## config.mk

```make
export PLATFORM = sky130hd
export DESIGN_NAME = rcw_top
export DESIGN_NICKNAME = d
export VERILOG_FILES = /design/src/hdl/rcw_pkg.sv /design/src/hdl/rcw_wdt.sv /design/src/hdl/rcw_lvd.sv /design/src/hdl/rcw_top.sv
export SDC_FILE = /design/constraint.sdc
export NUM_CORES = 1
export LEC_CHECK = 0
export ABC_CLOCK_PERIOD_IN_PS = 2730
export BUFFER_PORTS_ARGS = -buffer_cell sky130_fd_sc_hd__buf_4
export CELL_PAD_IN_SITES_DETAIL_PLACEMENT = 0
export CELL_PAD_IN_SITES_GLOBAL_PLACEMENT = 1
export CORE_MARGIN = 10
export CORE_UTILIZATION = 39
export DETAILED_ROUTE_END_ITERATION = 16
export HOLD_SLACK_MARGIN = 0.02
export PLACE_DENSITY_LB_ADDON = 0.15
export SLEW_MARGIN = 15
export SYNTH_ARGS = -nofsm -noshare
export SYNTH_HDL_FRONTEND = slang
export SYNTH_HIERARCHICAL = 1
export SYNTH_SLANG_ARGS = --single-unit
```

## constraint.sdc

```tcl
create_clock -name ref_clk_i -period 2.73 [get_ports ref_clk_i]
set_input_delay 0.1365 -clock ref_clk_i [delete_from_list [all_inputs] [get_ports ref_clk_i]]
set_output_delay 0.1365 -clock ref_clk_i [all_outputs]
set_load 0.02 [all_outputs]
```

## src/hdl/rcw_pkg.sv

```systemverilog
// rcw_pkg: shared constants, types and decode functions for the reset-cause block
package rcw_pkg;

   // ----------------------------------------------------------------
   // widths
   // ----------------------------------------------------------------
   localparam int REG_AW = 4;
   localparam int REG_DW = 16;
   localparam int PC_W   = 24;
   localparam int LVL_W  = 4;

   // ----------------------------------------------------------------
   // register offsets (byte addresses on the plain register port)
   // ----------------------------------------------------------------
   localparam logic [REG_AW-1:0] OFS_RCSR   = 4'h0;
   localparam logic [REG_AW-1:0] OFS_LVSTAT = 4'h4;

   // ----------------------------------------------------------------
   // reset_control_status_reg field positions
   // ----------------------------------------------------------------
   localparam int BIT_POWER_ON   = 0;
   localparam int BIT_BROWN_OUT  = 1;
   localparam int BIT_IDLE       = 2;
   localparam int BIT_SLEEP      = 3;
   localparam int BIT_WDT_TO     = 4;
   localparam int BIT_WDT_SOFTEN = 5;
   localparam int BIT_SW_RESET   = 6;
   localparam int BIT_EXT_RESET  = 7;
   localparam int LVL_SEL_LSB    = 8;
   localparam int LVL_SEL_MSB    = 11;
   localparam int BIT_LVD_EN     = 12;
   localparam int BIT_REF_STABLE = 13;
   localparam int BIT_ILLEGAL_OP = 14;
   localparam int BIT_TRAP_RST   = 15;
   localparam int BIT_LV_EVENT   = 0;

   localparam logic [REG_DW-1:0] M_POR  = 16'h0001;
   localparam logic [REG_DW-1:0] M_BOR  = 16'h0002;
   localparam logic [REG_DW-1:0] M_IDLE = 16'h0004;
   localparam logic [REG_DW-1:0] M_SLP  = 16'h0008;
   localparam logic [REG_DW-1:0] M_WDOG = 16'h0010;
   localparam logic [REG_DW-1:0] M_SOFT = 16'h0040;
   localparam logic [REG_DW-1:0] M_EXT  = 16'h0080;
   localparam logic [REG_DW-1:0] M_IOP  = 16'h4000;
   localparam logic [REG_DW-1:0] M_TRAP = 16'h8000;

   // power-on value: power-on and brown-out set, everything else clear
   localparam logic [REG_DW-1:0] RCSR_POR_VALUE = 16'h0003;
   // reference-stable bit is read-only
   localparam logic [REG_DW-1:0] RCSR_WR_MASK   = 16'hDFFF;

   // ----------------------------------------------------------------
   // program counter load values
   // ----------------------------------------------------------------
   localparam logic [PC_W-1:0] RESET_VECTOR   = 24'h000000;
   localparam logic [PC_W-1:0] CLKFAIL_VECTOR = 24'h000004;
   localparam logic [PC_W-1:0] PC_STEP        = 24'h000002;

   // ----------------------------------------------------------------
   // timing
   // ----------------------------------------------------------------
   localparam int CLK_PERIOD_NS   = 8;
   localparam int REF_SETTLE_NS   = 20000;
   localparam int REF_SETTLE_CYC  = (REF_SETTLE_NS + CLK_PERIOD_NS - 1) / CLK_PERIOD_NS;
   localparam int WDT_PRESCALE    = 16;
   localparam int WDT_BITS        = 8;

   // ----------------------------------------------------------------
   // types
   // ----------------------------------------------------------------
   typedef enum logic [3:0] {
      EV_NONE      = 4'h0,
      EV_BOR       = 4'h1,
      EV_EXT_RUN   = 4'h2,
      EV_EXT_SLEEP = 4'h3,
      EV_EXT_IDLE  = 4'h4,
      EV_WDT_RST   = 4'h5,
      EV_WDT_WAKE  = 4'h6,
      EV_SOFT      = 4'h7,
      EV_TRAP      = 4'h8,
      EV_IOP       = 4'h9,
      EV_CLKFAIL   = 4'hA,
      EV_INT_WAKE  = 4'hB
   } rcw_event_t;

   typedef struct packed {
      logic brown_out;
      logic ext_pin;
      logic soft_reset;
      logic trap_lockup;
      logic illegal_op;
      logic clock_fail;
      logic int_wake;
   } rcw_cause_t;

   typedef struct packed {
      logic [REG_DW-1:0] set;
      logic [REG_DW-1:0] clr;
   } rcw_mask_t;

   // ----------------------------------------------------------------
   // flag set/clear masks per event; bits in neither stay unchanged
   // ----------------------------------------------------------------
   function automatic rcw_mask_t rcw_event_mask(input rcw_event_t ev);
      rcw_mask_t m;
      m.set = '0;
      m.clr = '0;
      case (ev)
         EV_BOR: begin
            m.set = M_BOR;
            m.clr = M_POR;
         end
         EV_EXT_RUN: begin
            m.set = M_EXT;
            m.clr = M_SOFT | M_WDOG | M_IDLE | M_SLP;
         end
         EV_EXT_SLEEP: begin
            m.set = M_EXT | M_SLP;
            m.clr = M_WDOG | M_IDLE;
         end
         EV_EXT_IDLE: begin
            m.set = M_EXT | M_IDLE;
            m.clr = M_WDOG | M_SLP;
         end
         EV_WDT_RST: begin
            m.set = M_WDOG;
            m.clr = M_EXT | M_SOFT | M_IDLE | M_SLP;
         end
         EV_WDT_WAKE: m.set = M_WDOG | M_SLP;
         EV_SOFT: begin
            m.set = M_SOFT;
            m.clr = M_EXT | M_WDOG | M_IDLE | M_SLP;
         end
         EV_TRAP:     m.set = M_TRAP;
         EV_IOP:      m.set = M_IOP;
         EV_INT_WAKE: m.set = M_SLP;
         default:     m.set = '0;
      endcase
      return m;
   endfunction : rcw_event_mask

   // true for events that restart the device rather than resume it
   function automatic logic rcw_is_reset(input rcw_event_t ev);
      return (ev != EV_NONE) && (ev != EV_WDT_WAKE) && (ev != EV_INT_WAKE) &&
             (ev != EV_CLKFAIL);
   endfunction : rcw_is_reset

endpackage : rcw_pkg

```

## src/hdl/rcw_wdt.sv

```systemverilog
// rcw_wdt: free-running watchdog counter with prescaler and overflow pulse
`timescale 1ns/10ps
module rcw_wdt
   import rcw_pkg::*;
#(
   parameter int PRESCALE = WDT_PRESCALE,
   parameter int BITS     = WDT_BITS
) (
   // clock and reset
   input  wire logic ref_clk_i,
   input  wire logic rst_n_i,
   // control
   input  wire logic enable_i,
   input  wire logic restart_i,
   // status
   output logic      overflow_o
);

   localparam int PW = (PRESCALE > 1) ? $clog2(PRESCALE) : 1;

   logic [PW-1:0]   pre;
   logic [BITS-1:0] cnt;
   wire             tick = (pre == PW'(PRESCALE - 1));

   // ----------------------------------------------------------------
   // counter
   // ----------------------------------------------------------------
   // the tick stands in for the on-chip rc oscillator; with one clock the
   // count would stop if the system clock stopped
   always_ff @(posedge ref_clk_i or negedge rst_n_i) begin
      if (!rst_n_i) begin
         pre        <= '0;
         cnt        <= '0;
         overflow_o <= 1'b0;
      end else begin
         overflow_o <= 1'b0;
         if (restart_i || !enable_i) begin
            pre <= '0;
            cnt <= '0;
         end else begin
            pre <= tick ? '0 : pre + PW'(1);
            if (tick) begin
               cnt <= cnt + BITS'(1);
               overflow_o <= &cnt;
            end
         end
      end
   end

endmodule : rcw_wdt

```

## src/hdl/rcw_lvd.sv

```systemverilog
// rcw_lvd: low-voltage detect compare with reference settle timer
`timescale 1ns/10ps
module rcw_lvd
   import rcw_pkg::*;
#(
   parameter int SETTLE_CYC = REF_SETTLE_CYC
) (
   // clock and reset
   input  wire logic             ref_clk_i,
   input  wire logic             rst_n_i,
   // control
   input  wire logic             enable_i,
   input  wire logic [LVL_W-1:0] threshold_i,
   input  wire logic [LVL_W-1:0] supply_level_i,
   // status
   output logic                  stable_o,
   output logic                  below_o
);

   localparam int CW = $clog2(SETTLE_CYC + 1);

   logic [CW-1:0] cnt;
   wire           settled = (cnt == CW'(SETTLE_CYC));

   // ----------------------------------------------------------------
   // settle timer and compare
   // ----------------------------------------------------------------
   // compare is blocked until the reference settles to avoid false trips
   always_ff @(posedge ref_clk_i or negedge rst_n_i) begin
      if (!rst_n_i) begin
         cnt      <= '0;
         stable_o <= 1'b0;
         below_o  <= 1'b0;
      end else begin
         if (!enable_i) begin
            cnt <= '0;
         end else if (!settled) begin
            cnt <= cnt + CW'(1);
         end
         stable_o <= enable_i && settled;
         below_o  <= enable_i && stable_o && (supply_level_i < threshold_i);
      end
   end

endmodule : rcw_lvd

```

## src/hdl/rcw_top.sv

```systemverilog
// rcw_top: reset-cause flags, pc load, watchdog and low-voltage detect
//
// The address map and strobed register access were left to the implementer.
`timescale 1ns/10ps
// Overview of operation
// - resets load pc 0x000000, clock-fail trap 0x000004, watchdog wake pc+2
// - all cause flags read/write; each event sets and clears only the flags listed below
// - power-on sets power-on and brown-out flags, clears all others
// - brown-out sets brown-out, clears power-on, others unchanged
// - pin reset when running sets external, clears software/watchdog/idle/sleep
// - software reset sets software, clears external/watchdog/idle/sleep
// - pin reset in sleep sets external and sleep, clears watchdog and idle
// - pin reset in idle sets external and idle, clears watchdog and sleep
// - interrupt wake from sleep sets sleep, jumps to interrupt vector
// - watchdog is a free-running counter on its own oscillator tick
// - watchdog forced on when configuration enable is 1
// - otherwise software enable bit 5 runs or stops the watchdog
// - overflow outside sleep resets, sets watchdog, clears ext/sw/idle/sleep
// - overflow in sleep wakes, sets watchdog and sleep flags
// - threshold select at bits 11:8, detector enable at bit 12
// - read-only bit 13 shows reference has stabilised
// - trap lockup sets trap flag; illegal operation sets illegal flag
module rcw_top
   import rcw_pkg::*;
#(
   parameter int WDT_PRE_DIV  = WDT_PRESCALE,
   parameter int WDT_CNT_BITS = WDT_BITS,
   parameter int REF_CYC      = REF_SETTLE_CYC
) (
   // clock and reset
   input  wire logic               ref_clk_i,
   input  wire logic               rst_n_i,
   // register port
   input  wire logic [REG_AW-1:0]  reg_addr_i,
   input  wire logic [REG_DW-1:0]  reg_wdata_i,
   input  wire logic               reg_wr_i,
   input  wire logic               reg_rd_i,
   output logic      [REG_DW-1:0]  reg_rdata_o,
   // core events and state
   input  wire rcw_cause_t         cause_i,
   input  wire logic               sleep_mode_i,
   input  wire logic               idle_mode_i,
   input  wire logic               watchdog_config_enable_i,
   input  wire logic               watchdog_clear_instruction_i,
   input  wire logic [PC_W-1:0]    pc_i,
   input  wire logic [PC_W-1:0]    int_vector_i,
   // analog front end
   input  wire logic [LVL_W-1:0]   supply_level_i,
   // outputs to core
   output logic                    pc_load_o,
   output logic      [PC_W-1:0]    pc_value_o,
   output logic                    device_reset_o,
   output logic                    wake_o
);

   // ----------------------------------------------------------------
   // state
   // ----------------------------------------------------------------
   logic [REG_DW-1:0] rcsr;
   logic              lv_event;
   logic              wdt_ovf;
   logic              ref_stable;
   logic              lvd_below;

   // ----------------------------------------------------------------
   // event selection
   // ----------------------------------------------------------------
   // one event per cycle; a lower-priority event in the same cycle is
   // dropped, even when the winner is a watchdog wake or clock failure that resumes the core
   wire rcw_event_t ext_ev = sleep_mode_i ? EV_EXT_SLEEP :
                             idle_mode_i  ? EV_EXT_IDLE  : EV_EXT_RUN;
   wire rcw_event_t wdt_ev = sleep_mode_i ? EV_WDT_WAKE : EV_WDT_RST;
   wire rcw_event_t ev =
      cause_i.brown_out               ? EV_BOR     :
      cause_i.ext_pin                 ? ext_ev     :
      wdt_ovf                         ? wdt_ev     :
      cause_i.soft_reset              ? EV_SOFT    :
      cause_i.trap_lockup             ? EV_TRAP    :
      cause_i.illegal_op              ? EV_IOP     :
      cause_i.clock_fail              ? EV_CLKFAIL :
      (cause_i.int_wake && sleep_mode_i) ? EV_INT_WAKE : EV_NONE;

   wire rcw_mask_t ev_mask   = rcw_event_mask(ev);
   wire            ev_reset  = rcw_is_reset(ev);
   wire            ev_wake   = (ev == EV_WDT_WAKE) || (ev == EV_INT_WAKE);

   // pc load value per event
   wire [PC_W-1:0] next_pc_value =
      (ev == EV_CLKFAIL)  ? CLKFAIL_VECTOR   :
      (ev == EV_WDT_WAKE) ? pc_i + PC_STEP   :
      (ev == EV_INT_WAKE) ? int_vector_i     :
                            RESET_VECTOR;

   // ----------------------------------------------------------------
   // register decode
   // ----------------------------------------------------------------
   wire sel_rcsr   = (reg_addr_i == OFS_RCSR);
   wire sel_lvstat = (reg_addr_i == OFS_LVSTAT);
   wire wr_rcsr    = reg_wr_i && sel_rcsr;
   wire wr_lvstat  = reg_wr_i && sel_lvstat;

   // software write first, then the event on top: a hardware event in the
   // same cycle as a write wins for the flags it names
   wire [REG_DW-1:0] rcsr_sw = wr_rcsr ?
                               ((reg_wdata_i & RCSR_WR_MASK) | (rcsr & ~RCSR_WR_MASK)) :
                               rcsr;
   wire [REG_DW-1:0] next_rcsr = (rcsr_sw & ~ev_mask.clr) | ev_mask.set;

   // low-voltage flag: write one to clear, a new trip wins over the clear
   wire next_lv_event = lvd_below ||
                        (lv_event && !(wr_lvstat && reg_wdata_i[BIT_LV_EVENT]));

   wire [REG_DW-1:0] rcsr_view = rcsr | (REG_DW'(ref_stable) << BIT_REF_STABLE);
   wire [REG_DW-1:0] lvstat_view = REG_DW'(lv_event) << BIT_LV_EVENT;
   wire [REG_DW-1:0] next_rdata = !reg_rd_i  ? '0          :
                                  sel_rcsr   ? rcsr_view   :
                                  sel_lvstat ? lvstat_view : '0;

   // ----------------------------------------------------------------
   // watchdog and detector controls
   // ----------------------------------------------------------------
   wire wdt_enable  = watchdog_config_enable_i || rcsr[BIT_WDT_SOFTEN];
   wire wdt_restart = watchdog_clear_instruction_i || ev_reset || ev_wake;
   wire lvd_enable  = rcsr[BIT_LVD_EN];
   wire [LVL_W-1:0] lvd_threshold = rcsr[LVL_SEL_MSB:LVL_SEL_LSB];

   // ----------------------------------------------------------------
   // registers
   // ----------------------------------------------------------------
   // the asynchronous reset is the power-on reset
   always_ff @(posedge ref_clk_i or negedge rst_n_i) begin
      if (!rst_n_i) begin
         rcsr     <= RCSR_POR_VALUE;
         lv_event <= 1'b0;
      end else begin
         rcsr     <= next_rcsr;
         lv_event <= next_lv_event;
      end
   end

   always_ff @(posedge ref_clk_i or negedge rst_n_i) begin
      if (!rst_n_i) begin
         reg_rdata_o    <= '0;
         pc_load_o      <= 1'b0;
         pc_value_o     <= RESET_VECTOR;
         device_reset_o <= 1'b0;
         wake_o         <= 1'b0;
      end else begin
         reg_rdata_o    <= next_rdata;
         pc_load_o      <= (ev != EV_NONE);
         pc_value_o     <= next_pc_value;
         device_reset_o <= ev_reset;
         wake_o         <= ev_wake;
      end
   end

   // ----------------------------------------------------------------
   // submodules
   // ----------------------------------------------------------------
   rcw_wdt #(
      .PRESCALE (WDT_PRE_DIV),
      .BITS     (WDT_CNT_BITS)
   ) u_wdt (
      .ref_clk_i  (ref_clk_i),
      .rst_n_i    (rst_n_i),
      .enable_i   (wdt_enable),
      .restart_i  (wdt_restart),
      .overflow_o (wdt_ovf)
   );

   rcw_lvd #(
      .SETTLE_CYC (REF_CYC)
   ) u_lvd (
      .ref_clk_i      (ref_clk_i),
      .rst_n_i        (rst_n_i),
      .enable_i       (lvd_enable),
      .threshold_i    (lvd_threshold),
      .supply_level_i (supply_level_i),
      .stable_o       (ref_stable),
      .below_o        (lvd_below)
   );

endmodule : rcw_top

```

==> impl_metrics.env, run 1 <==
export IMPL_status="completed"
export IMPL_antenna_found_initial=0
export IMPL_rsz0062_at_grt="false"
export IMPL_drv_slew=0
export IMPL_synth_top_cell_by_area="dfrtp_1"
export IMPL_grt_util_all_layers_pct=15.3
export IMPL_synth_area_leaders="dfrtp_1 48%, a21oi_1 3.0%, mux2i_1 3.0%"
export IMPL_multi_input_area_um2=2090
export IMPL_avgSynthCellArea_um2=9.91
export IMPL_ir_drop_uv=256
export IMPL_synth_mux_area_share_pct=4.49
export IMPL_overflow=0
export IMPL_hpwl_mm=9.34
export IMPL_worstMarginPinSlew_ns=0.780
export IMPL_hold_worst_slack_ns=0.0388
export IMPL_min_period_ns=2.24
export IMPL_ys_warn_count=6
export IMPL_synth_xor_area_share_pct=3.58
export IMPL_finalCritPeriodShare_pct=82.0
export IMPL_postRouteAntennaNets=0
export IMPL_finalSetupViolCount=0
export IMPL_synthesis_nets=539
export IMPL_max_slew_margin_pct=47.8
export IMPL_synthCells=444
export IMPL_clock_root_buffer="clkbuf_16"
export IMPL_synth_adder_area_share_pct=2.27
export IMPL_synth_cell_types=61
export IMPL_worstHoldPathCells=2
export IMPL_clk_pin_slew_ns=0.07
export IMPL_hp_class="input port to flop"
export IMPL_die_w_um=126
export IMPL_fillers=1036
export IMPL_synth_compound_area_share_pct=13.8
export IMPL_rr_endpoint="u_wdt/overflow_o$_DFF_PN0_"
export IMPL_arrival_ns=2.47
export IMPL_hold_end="rcsr[9]$_DFFE_PN0P_"
export IMPL_fin_worst_skew_ns=0.00663
export IMPL_wl_per_cell_um=17.0
export IMPL_worstSetupPathType="flop to flop"
export IMPL_grt_pass1_vias=3988
export IMPL_synth_edf_count=0
export IMPL_numCtsBuffers=9
export IMPL_start_util_pct=40.3
export IMPL_p_per_area_nw_per_um2=520
export IMPL_yosysSeqAreaShare_pct=48.9
export IMPL_yosys_area_top_type_share_pct=47.8
export IMPL_hold_viol_final=0
export IMPL_htree_levels=3
export IMPL_initialDrtViolationCount=229
export IMPL_synth_top_family_by_area="simple AND/OR/NAND/NOR gates"
export IMPL_ys_flop_type="dfrtp_1"
export IMPL_cts_buffer_depth=2
export IMPL_drt_wl_total_mm=12.2
export IMPL_cts_repair_resized=0
export IMPL_n_antenna_cell=0
export IMPL_maxCapViolations=0
export IMPL_portBuffers=128
export IMPL_die_area_um2=15900
export IMPL_synthSimpleGateAreaFrac_pct=23.1
export IMPL_coreArea_um2=10900
export IMPL_tritoncts="yes"
export IMPL_row_count=38
export IMPL_drc_errors=0
export IMPL_fin_util_pct=53.5
export IMPL_drive_gt1_share_pct=30.2
export IMPL_min_from="reg_wdata_i[9]"
export IMPL_critPathRequiredTime_ns=2.96
export IMPL_grt_max_degree=58
export IMPL_crit_fanout=13
export IMPL_startpoint_type="flop"
export IMPL_area_delta_synth_final_pct=32.9
export IMPL_grt_pass1_wl_mm=20.0
export IMPL_reg2reg_from="u_wdt/overflow_o$_DFF_PN0_"
export IMPL_gp_congestion=0.843
export IMPL_r2r_cells=6
export IMPL_area_sequential_um2=2150
export IMPL_insertion_delay_ns=0.33
export IMPL_endpoint_kind="flop"
export IMPL_first_pass_iters=4
export IMPL_rrSetupSlack_ns=0.49
export IMPL_die_height_um=126
export IMPL_finalNetCount=669
export IMPL_cts_num_sinks=86
export IMPL_via_per_inst=5.30
export IMPL_io_pins=130
export IMPL_leakagePower_nw=2.62
export IMPL_cts_setup_buffers=0
export IMPL_setup_tns_ns=0
export IMPL_syn_area_um2=4400
export IMPL_ys_ff_latch=86
export IMPL_fmax_ghz=0.447
export IMPL_synth_async_reset_ratio_pct=100
export IMPL_vias=3811
[flip-flops by register name, summed over array words and instances (netlist names), 4 cells and up]
| name | flops |
|---|---|
| pc_value_o | 24 |
| u_lvd/cnt | 12 |
| u_wdt/cnt | 8 |
| reg_rdata_o | 16 |
| u_wdt/pre | 4 |
| rcsr | 15 |
[metal layers]
layer / wire length [um] / vias up / part of all wire, % / global-route usage, %
li1: - / 1872 / - / -
met1: 5070 / 1839 / 41 / 17.4
met2: 6020 / 94 / 49 / 25.6
met3: 1060 / 6 / 8.6 / 6.63
met4: 92 / 0 / 0.75 / 4.09
met5: 0 / - / 0 / 0
[cells in the final DEF (no fill, tap or decap), drive strengths merged, types with 3 or more instances in the layout]
cell type,netlist,final
nor2b,3,3
dfrtp,84,84
nor2,29,29
xnor2,8,8
a31oi,6,6
and2,17,17
o21ai,16,16
nor4,12,12
nor3,12,12
or2,3,3
nand2b,6,6
or4,6,6
a22oi,5,5
xor2,10,10
mux2,6,6
a21oi,27,27
a32oi,3,3
ha,8,8
nand3b,5,5
nand4,11,11
nand3,26,26
a211o,4,4
clkbuf,9,10
nand4b,3,3
inv,18,20
o31ai,5,5
or3,11,11
mux2i,13,13
buf,12,137
dlygate4sd3,0,3
nand2,34,34
o21a,4,4
o31a,3,3
a211oi,3,3
[area by class of cell]
class | instances | area share, %
sequential | 86 | 36.8
multi-input combinational | 319 | 35.7
timing repair buffer | 140 | 18.3
clock buffer | 10 | 4.09
tap | 140 | 2.99
inverter | 18 | 1.16
clock inverter | 6 | 0.941
[critical path, cell delays in order (launching register included)]
cell and delay, ns:
dfrtp_1 0.42, or3_4 0.41, o311ai_4 0.23, a21oi_1 0.10, a211o_1 0.26, nand2b_1 0.36
nor4_1 0.35
[Yosys cell counts (2+ instances only)]
library cell	number
a211o_1	4
a211oi_1	3
a21oi_1	26
a22oi_1	5
a31oi_1	6
a32oi_1	3
and2_1	17
and4_1	2
buf_2	8
buf_4	2
clkbuf_1	9
dfrtp_1	84
dfstp_2	2
ha_1	8
inv_1	18
mux2_2	6
mux2i_1	13
nand2_1	34
nand2b_1	6
nand3_1	25
nand3b_1	5
nand4_1	10
nand4b_1	3
nor2_1	28
nor2b_1	3
nor3_1	12
nor4_1	12
o21a_1	3
o21ai_0	16
o22ai_1	2
o31a_1	3
o31ai_1	5
o41ai_1	2
or2_2	3
or3_1	9
or4_1	6
xnor2_1	8
xor2_1	10
[worst max-delay path by stage]
stage | start | endpoint | slack [ns] | cells past startpoint
2_1_floorplan | u_wdt/overflow_o$_DFF_PN0_ | u_wdt/cnt[1]$_DFFE_PN0P_ | 0.58 | 8
6_report | u_wdt/overflow_o$_DFF_PN0_ | u_wdt/overflow_o$_DFF_PN0_ | 0.49 | 6
3_3_place_gp | u_wdt/overflow_o$_DFF_PN0_ | u_wdt/overflow_o$_DFF_PN0_ | 0.53 | 6
3_5_place_dp | u_wdt/overflow_o$_DFF_PN0_ | u_wdt/overflow_o$_DFF_PN0_ | 0.50 | 6
5_1_grt | u_wdt/overflow_o$_DFF_PN0_ | u_wdt/overflow_o$_DFF_PN0_ | 0.33 | 6
4_1_cts | u_wdt/overflow_o$_DFF_PN0_ | u_wdt/overflow_o$_DFF_PN0_ | 0.48 | 6
[per-stage QoR]
step	power, W	cells	worst slack, ns	cell area (um2)
2_1_floorplan	0.00165	444	0.581	4400
3_3_place_gp	0.00187	700	0.534	5530
4_1_cts	0.00309	719	0.479	5850
5_1_grt	0.00320	719	0.327	5850
6_report	0.00304	719	0.492	5850
3_5_place_dp	0.00189	700	0.498	5530
[cells by family (layout without fill, tap and decap cells)]
family,count (synthesis),count (layout)
AND/OR/NAND/NOR,185,185
XOR/XNOR,18,18
AO/OA/AOI/OAI,89,89
flip-flops,86,86
buffers and inverters,39,174
multiplexers,19,19
adder cells (fa/ha/maj),8,8
[report_power, final]
group          internal (W)  switching, W  leakage [nW]  total (W)
Clock              0.000657      0.000526         0.139    0.00118
Sequential          0.00134     0.0000487          1.16    0.00139
Combinational      0.000220      0.000246          1.32   0.000467
[what timing repair did]
action,4_1_cts,5_1_grt
setup endpoints to repair,0,0
hold endpoints to repair,56,0
hold buffers,3,0
Power figures use the tool's default switching activity.
==> run 2: changes to the inputs <==
--- a/config.mk
+++ b/config.mk
@@ -5,12 +5,12 @@
 export SDC_FILE = /design/constraint.sdc
 export NUM_CORES = 1
 export LEC_CHECK = 0
-export ABC_CLOCK_PERIOD_IN_PS = 2730
+export ABC_CLOCK_PERIOD_IN_PS = 1890
 export BUFFER_PORTS_ARGS = -buffer_cell sky130_fd_sc_hd__buf_4
 export CELL_PAD_IN_SITES_DETAIL_PLACEMENT = 0
 export CELL_PAD_IN_SITES_GLOBAL_PLACEMENT = 1
 export CORE_MARGIN = 10
-export CORE_UTILIZATION = 39
+export CORE_UTILIZATION = 35
 export DETAILED_ROUTE_END_ITERATION = 16
 export HOLD_SLACK_MARGIN = 0.02
 export PLACE_DENSITY_LB_ADDON = 0.15
==> constraint.sdc (replaced) <==
create_clock -name ref_clk_i -period 1.89 [get_ports ref_clk_i]
set_input_delay 0.0945 -clock ref_clk_i [delete_from_list [all_inputs] [get_ports ref_clk_i]]
set_output_delay 0.0945 -clock ref_clk_i [all_outputs]
set_load 0.02 [all_outputs]
==> run 2 against run 1 <==
  * The run now ends with negative setup slack left
  * Global-route usage is 0.40 points lower
  * Sequential power rose by 44%
  * Design area rose by 11%
  * Via count rose by 4.7%
  * Critical path type unchanged
  * Clock skew is essentially flat
  * Sequential share of layout area is 3.7 points lower
  * Clock power grew 89%
  * Critical endpoint is now pc_value_o[23]$_DFF_PN0_
==> impl_metrics.env, run 2 (same netlist as run 1, synthesis figures left out) <==
export IMPL_finalSetupViolCount=3
export IMPL_fmax_ghz=0.519
export IMPL_setup_tns_ns=-0.0728
export IMPL_io_pins=130
export IMPL_hp_class="input port to flop"
export IMPL_grt_pass1_vias=4120
export IMPL_slowest_delay_ns=0.40
export IMPL_top_regs="pc_value_o (24), reg_rdata_o (16), rcsr (15)"
export IMPL_critPathRequiredTime_ns=2.15
export IMPL_crit_path_end="pc_value_o[23]$_DFF_PN0_"
export IMPL_path_cells="or3_4 -> buf_6 -> o311a_4 -> nor2_4 -> buf_12 -> nand3b_1 -> a31oi_1"
export IMPL_rsz0062_at_grt="true"
export IMPL_fin_worst_skew_ns=0.00660
export IMPL_arrival_ns=2.18
export IMPL_rrSetupSlack_ns=-0.04
export IMPL_overflow=0
export IMPL_drt_wl_total_mm=13.3
export IMPL_r2r_cells=7
export IMPL_min_period_ns=1.93
export IMPL_maxCapViolations=0
export IMPL_initialDrtViolationCount=354
export IMPL_start_util_pct=36.2
export IMPL_row_count=40
export IMPL_area_delta_synth_final_pct=47.9
export IMPL_htree_levels=3
export IMPL_path_depth=7
export IMPL_portBuffers=128
export IMPL_grt_pass1_wl_mm=21.2
export IMPL_finalCritPeriodShare_pct=102
export IMPL_max_slew_margin_pct=65.1
export IMPL_crit_fanout=7
export IMPL_hold_viol_final=0
export IMPL_hpwl_mm=9.77
export IMPL_crit_buf_inv=2
export IMPL_worstSetupPathType="flop to flop"
export IMPL_die_w_um=132
export IMPL_coreArea_um2=12200
export IMPL_via_per_inst=5.08
export IMPL_drv_slew=0
export IMPL_die_height_um=132
export IMPL_antenna_found_initial=0
export IMPL_mostFrequentLayoutCells="148 x buf_4, 84 x dfrtp_1, 33 x nand2_1"
export IMPL_layout_commonest_cell="buf_4"
export IMPL_cts_num_sinks=86
export IMPL_clock_root_buffer="clkbuf_16"
export IMPL_clk_pin_slew_ns=0.06
export IMPL_grt_max_degree=43
export IMPL_min_from="pc_i[0]"
export IMPL_p_per_area_nw_per_um2=773
export IMPL_failed_checks="negative setup slack"
export IMPL_regMostFlops="pc_value_o"
export IMPL_postRouteAntennaNets=0
export IMPL_path_delay_family="simple AND/OR/NAND/NOR gates"
export IMPL_tritoncts="yes"
export IMPL_first_pass_iters=5
export IMPL_die_area_um2=17500
export IMPL_n_antenna_cell=0
export IMPL_drc_errors=0
export IMPL_ir_drop_uv=357
export IMPL_status="finished with violations"
export IMPL_slowest_stage="or3_4"
export IMPL_vias=3990
export IMPL_gp_congestion=0.867
export IMPL_insertion_delay_ns=0.34
export IMPL_grt_util_all_layers_pct=14.8
export IMPL_finalNetCount=708
export IMPL_leakagePower_nw=2.91
export IMPL_hold_worst_slack_ns=0.0271
export IMPL_crit_start="u_wdt/overflow_o$_DFF_PN0_"
export IMPL_numCtsBuffers=9
export IMPL_fillers=1108
export IMPL_fin_ws_ns=-0.0371
export IMPL_cts_buffer_depth=2
export IMPL_reg2reg_from="u_wdt/overflow_o$_DFF_PN0_"
export IMPL_rr_endpoint="pc_value_o[23]$_DFF_PN0_"
export IMPL_wl_per_cell_um=17.0
export IMPL_largest_register_ffs=24
export IMPL_drive_gt1_share_pct=35.0
export IMPL_worstMarginPinSlew_ns=0.523
export IMPL_endpoint_kind="flop"
export IMPL_startpoint_type="flop"
[run 2: layout make-up]
cell class | instances | area (um2) | area share [%]
inverter | 18 | 67.6 | 1.04
multi-input combinational | 320 | 2250 | 34.5
sequential | 86 | 2150 | 33.1
clock buffer | 11 | 253 | 3.88
timing repair buffer | 178 | 1450 | 22.3
clock inverter | 5 | 129 | 1.98
tap | 168 | 210 | 3.23
[run 2: stage by stage]
step                      std cells  worst slack (ns)  area (um2)  total power, W  utilization [%]
after floorplan                 444            -0.118        4450         0.00239                -
after global placement          741           -0.0456        5700         0.00275             46.9
after detailed placement        741           -0.0776        5700         0.00276             46.9
after CTS                       784          -0.00395        6400         0.00505             52.6
after global routing            786           -0.0695        6510         0.00526             53.5
final                           786           -0.0371        6510         0.00503             53.5
[run 2: worst min path at each step]
stage,to,cells past startpoint
2_1_floorplan,device_reset_o$_DFF_PN0_,0
3_3_place_gp,reg_rdata_o[0]$_DFF_PN0_,1
3_5_place_dp,reg_rdata_o[0]$_DFF_PN0_,1
4_1_cts,pc_value_o[5]$_DFF_PN0_,3
5_1_grt,rcsr[0]$_DFF_PN1_,3
6_report,pc_value_o[0]$_DFF_PN0_,3
[run 2: timing repair]
action,in CTS,in global routing
endpoints found under the hold margin,61,0
hold buffers,25,0
endpoints found under the setup margin,29,25
cloned,1,1
setup buffers,1,1
pin swaps,4,8
resized for setup,7,23
[run 2: layer usage]
metal | vias to the layer above | global-route usage [%] | part of all wire (%)
li1 | 1955 | - | -
met4 | 0 | 6.37 | 1.9
met5 | - | 0 | 0
met3 | 17 | 4.46 | 7.1
met2 | 120 | 22.8 | 46
met1 | 1898 | 18.9 | 45
[run 2: worst min-delay path: cells and delay by family]
kind	cells	cell delay (ns)
AND/OR/NAND/NOR	1	0.06
buffers and inverters	1	0.11
AO/OA/AOI/OAI	1	0.06
[run 2: power breakdown]
| part | switching [W] | leakage, nW | internal (W) |
|---|---|---|---|
| Combinational | 0.000414 | 1.57 | 0.000389 |
| Clock | 0.000728 | 0.186 | 0.00150 |
| Sequential | 0.0000572 | 1.16 | 0.00194 |
| Total | 0.00120 | 2.91 | 0.00383 |
==> run 3: changes to the inputs <==
--- a/config.mk
+++ b/config.mk
@@ -14,6 +14,7 @@
 export DETAILED_ROUTE_END_ITERATION = 16
 export HOLD_SLACK_MARGIN = 0.02
 export PLACE_DENSITY_LB_ADDON = 0.15
+export RECOVER_POWER = 100
 export SLEW_MARGIN = 15
 export SYNTH_ARGS = -nofsm -noshare
 export SYNTH_HDL_FRONTEND = slang
==> run 3 against run 2 <==
  * The flow still finishes with violations (negative setup slack)
  * Via count shrank 0.40%
  * Flip-flop and latch count is the same
  * Combinational power shrank 3.2%
  * First-iteration DRC count shrank 13%
  * Largest cell class unchanged
  * Largest power group unchanged
  * Highest routed layer unchanged
==> impl_metrics.env, run 3 (same netlist as run 1, synthesis figures left out) <==
export IMPL_status="finished with violations"
export IMPL_failed_checks="negative setup slack"
export IMPL_rrSetupSlack_ns=-0.03
export IMPL_slowest_delay_ns=0.40
export IMPL_crit_start="u_wdt/overflow_o$_DFF_PN0_"
export IMPL_numCtsBuffers=9
export IMPL_coreArea_um2=12200
export IMPL_regMostFlops="pc_value_o"
export IMPL_ir_drop_uv=358
export IMPL_min_period_ns=1.92
export IMPL_max_slew_margin_pct=32.8
export IMPL_n_antenna_cell=0
export IMPL_grt_pass1_wl_mm=21.2
export IMPL_via_per_inst=5.06
export IMPL_drt_wl_total_mm=13.3
export IMPL_worstSetupPathType="flop to flop"
export IMPL_reg2reg_from="u_wdt/overflow_o$_DFF_PN0_"
export IMPL_fin_worst_skew_ns=0.00727
export IMPL_maxCapViolations=0
export IMPL_hold_viol_final=0
export IMPL_io_pins=130
export IMPL_endpoint_kind="flop"
export IMPL_power_w=0.00501
export IMPL_cts_buffer_depth=2
export IMPL_antenna_found_initial=0
export IMPL_rsz0062_at_grt="true"
export IMPL_largest_register_ffs=24
export IMPL_drive_gt1_share_pct=27.5
export IMPL_crit_fanout=7
export IMPL_drc_errors=0
export IMPL_mostFrequentLayoutCells="97 x buf_4, 84 x dfrtp_1, 45 x clkbuf_1"
export IMPL_fillers=1147
export IMPL_p_per_area_nw_per_um2=791
export IMPL_insertion_delay_ns=0.34
export IMPL_finalNetCount=708
export IMPL_start_util_pct=36.2
export IMPL_startpoint_type="flop"
export IMPL_grt_max_degree=43
export IMPL_fin_ws_ns=-0.0319
export IMPL_hp_class="input port to flop"
export IMPL_tritoncts="yes"
export IMPL_layout_commonest_cell="buf_4"
export IMPL_drt_met1_wl_mm=6.06
export IMPL_grt_util_all_layers_pct=14.8
export IMPL_die_area_um2=17500
export IMPL_area_delta_synth_final_pct=43.8
export IMPL_worstMarginPinSlew_ns=1.01
export IMPL_die_height_um=132
export IMPL_path_cells="or3_4 -> buf_6 -> o311a_4 -> nor2_4 -> buf_12 -> nand3b_1 -> a31oi_1"
export IMPL_highest_layer="met4"
export IMPL_crit_path_end="pc_value_o[23]$_DFF_PN0_"
export IMPL_wl_per_cell_um=16.9
export IMPL_cts_num_sinks=86
export IMPL_grt_pass1_vias=4120
export IMPL_dr_wl_met2_mm=6.08
export IMPL_wl_met3_um=957
export IMPL_hpwl_mm=9.77
export IMPL_first_pass_iters=5
export IMPL_setup_tns_ns=-0.0605
export IMPL_row_count=40
export IMPL_finalCritPeriodShare_pct=102
export IMPL_clk_pin_slew_ns=0.06
export IMPL_top_regs="pc_value_o (24), reg_rdata_o (16), rcsr (15)"
export IMPL_slowest_stage="or3_4"
export IMPL_rr_endpoint="pc_value_o[23]$_DFF_PN0_"
export IMPL_die_w_um=132
export IMPL_finalSetupViolCount=2
export IMPL_portBuffers=128
export IMPL_arrival_ns=2.18
export IMPL_initialDrtViolationCount=307
export IMPL_drv_slew=0
export IMPL_critPathRequiredTime_ns=2.15
export IMPL_clock_root_buffer="clkbuf_16"
export IMPL_overflow=0
export IMPL_postRouteAntennaNets=0
export IMPL_htree_levels=3
export IMPL_gp_congestion=0.867
export IMPL_leakagePower_nw=2.71
export IMPL_fmax_ghz=0.520
export IMPL_r2r_cells=7
export IMPL_vias=3974
run 3: changes by cell type in the layout (fill, tap and decap cells not counted), sizes merged:
cell    before  now
buf        152  101
clkbuf      12   63
run 3: worst min path at each step:
stage                     from                        to  slack [ns]  cells after the start
6_report       int_vector_i[5]   pc_value_o[5]$_DFF_PN0_        0.03                      3
5_1_grt         reg_wdata_i[0]         rcsr[0]$_DFF_PN1_        0.03                      3
4_1_cts        int_vector_i[5]   pc_value_o[5]$_DFF_PN0_        0.02                      3
3_5_place_dp           rst_n_i  reg_rdata_o[0]$_DFF_PN0_        0.11                      1
2_1_floorplan          rst_n_i  device_reset_o$_DFF_PN0_       -0.20                      0
3_3_place_gp           rst_n_i  reg_rdata_o[0]$_DFF_PN0_        0.11                      1
run 3: final cells by class:
cell class	instances	area [um2]	share of cell area, %
well taps	168	210	3.32
multi-input cells	320	2240	35.5
inverters	18	67.6	1.07
flip-flops and latches	86	2150	34.0
clock inverters	5	129	2.04
clock buffers	11	253	3.99
repair buffers	178	1270	20.1
run 3: critical path: cells and delay by family, from the launching register on:
kind / cells / cell delay [ns]
simple gates: 3 / 0.66
buf+inv: 2 / 0.29
flops: 1 / 0.38
compound gates: 2 / 0.52
run 3: power by group:
group          internal, W  switching, W  total (W)
clock              0.00150      0.000731    0.00223
combinational     0.000366      0.000411   0.000777
sequential         0.00194     0.0000577    0.00200
run 3: metrics by stage:
step	worst slack (ns)	instances	hold WS, ns	utilization [%]	instance area (um2)
2_1_floorplan	-0.118	444	-0.201	-	4450
3_3_place_gp	-0.0456	741	0.110	46.9	5700
3_5_place_dp	-0.0776	741	0.113	46.9	5700
4_1_cts	-0.00395	784	0.0203	52.6	6400
5_1_grt	-0.0695	786	0.0338	52.0	6330
6_report	-0.0319	786	0.0254	52.0	6330
run 3: per-layer routing:
| metal | track usage, % | vias up |
|---|---|---|
| met5 | 0 | - |
| met4 | 6.37 | 0 |
| met3 | 4.46 | 12 |
| met2 | 22.8 | 122 |
| met1 | 18.9 | 1889 |
| li1 | - | 1951 |
run 3: what timing repair did:
item                                    4_1_cts  5_1_grt
buffers inserted                              1        1
pin swaps                                     4        8
hold buffers                                 25        0
endpoints found under the setup margin       29       25
gates cloned                                  1        1
gates resized for setup                       7       23
endpoints found under the hold margin        61        0
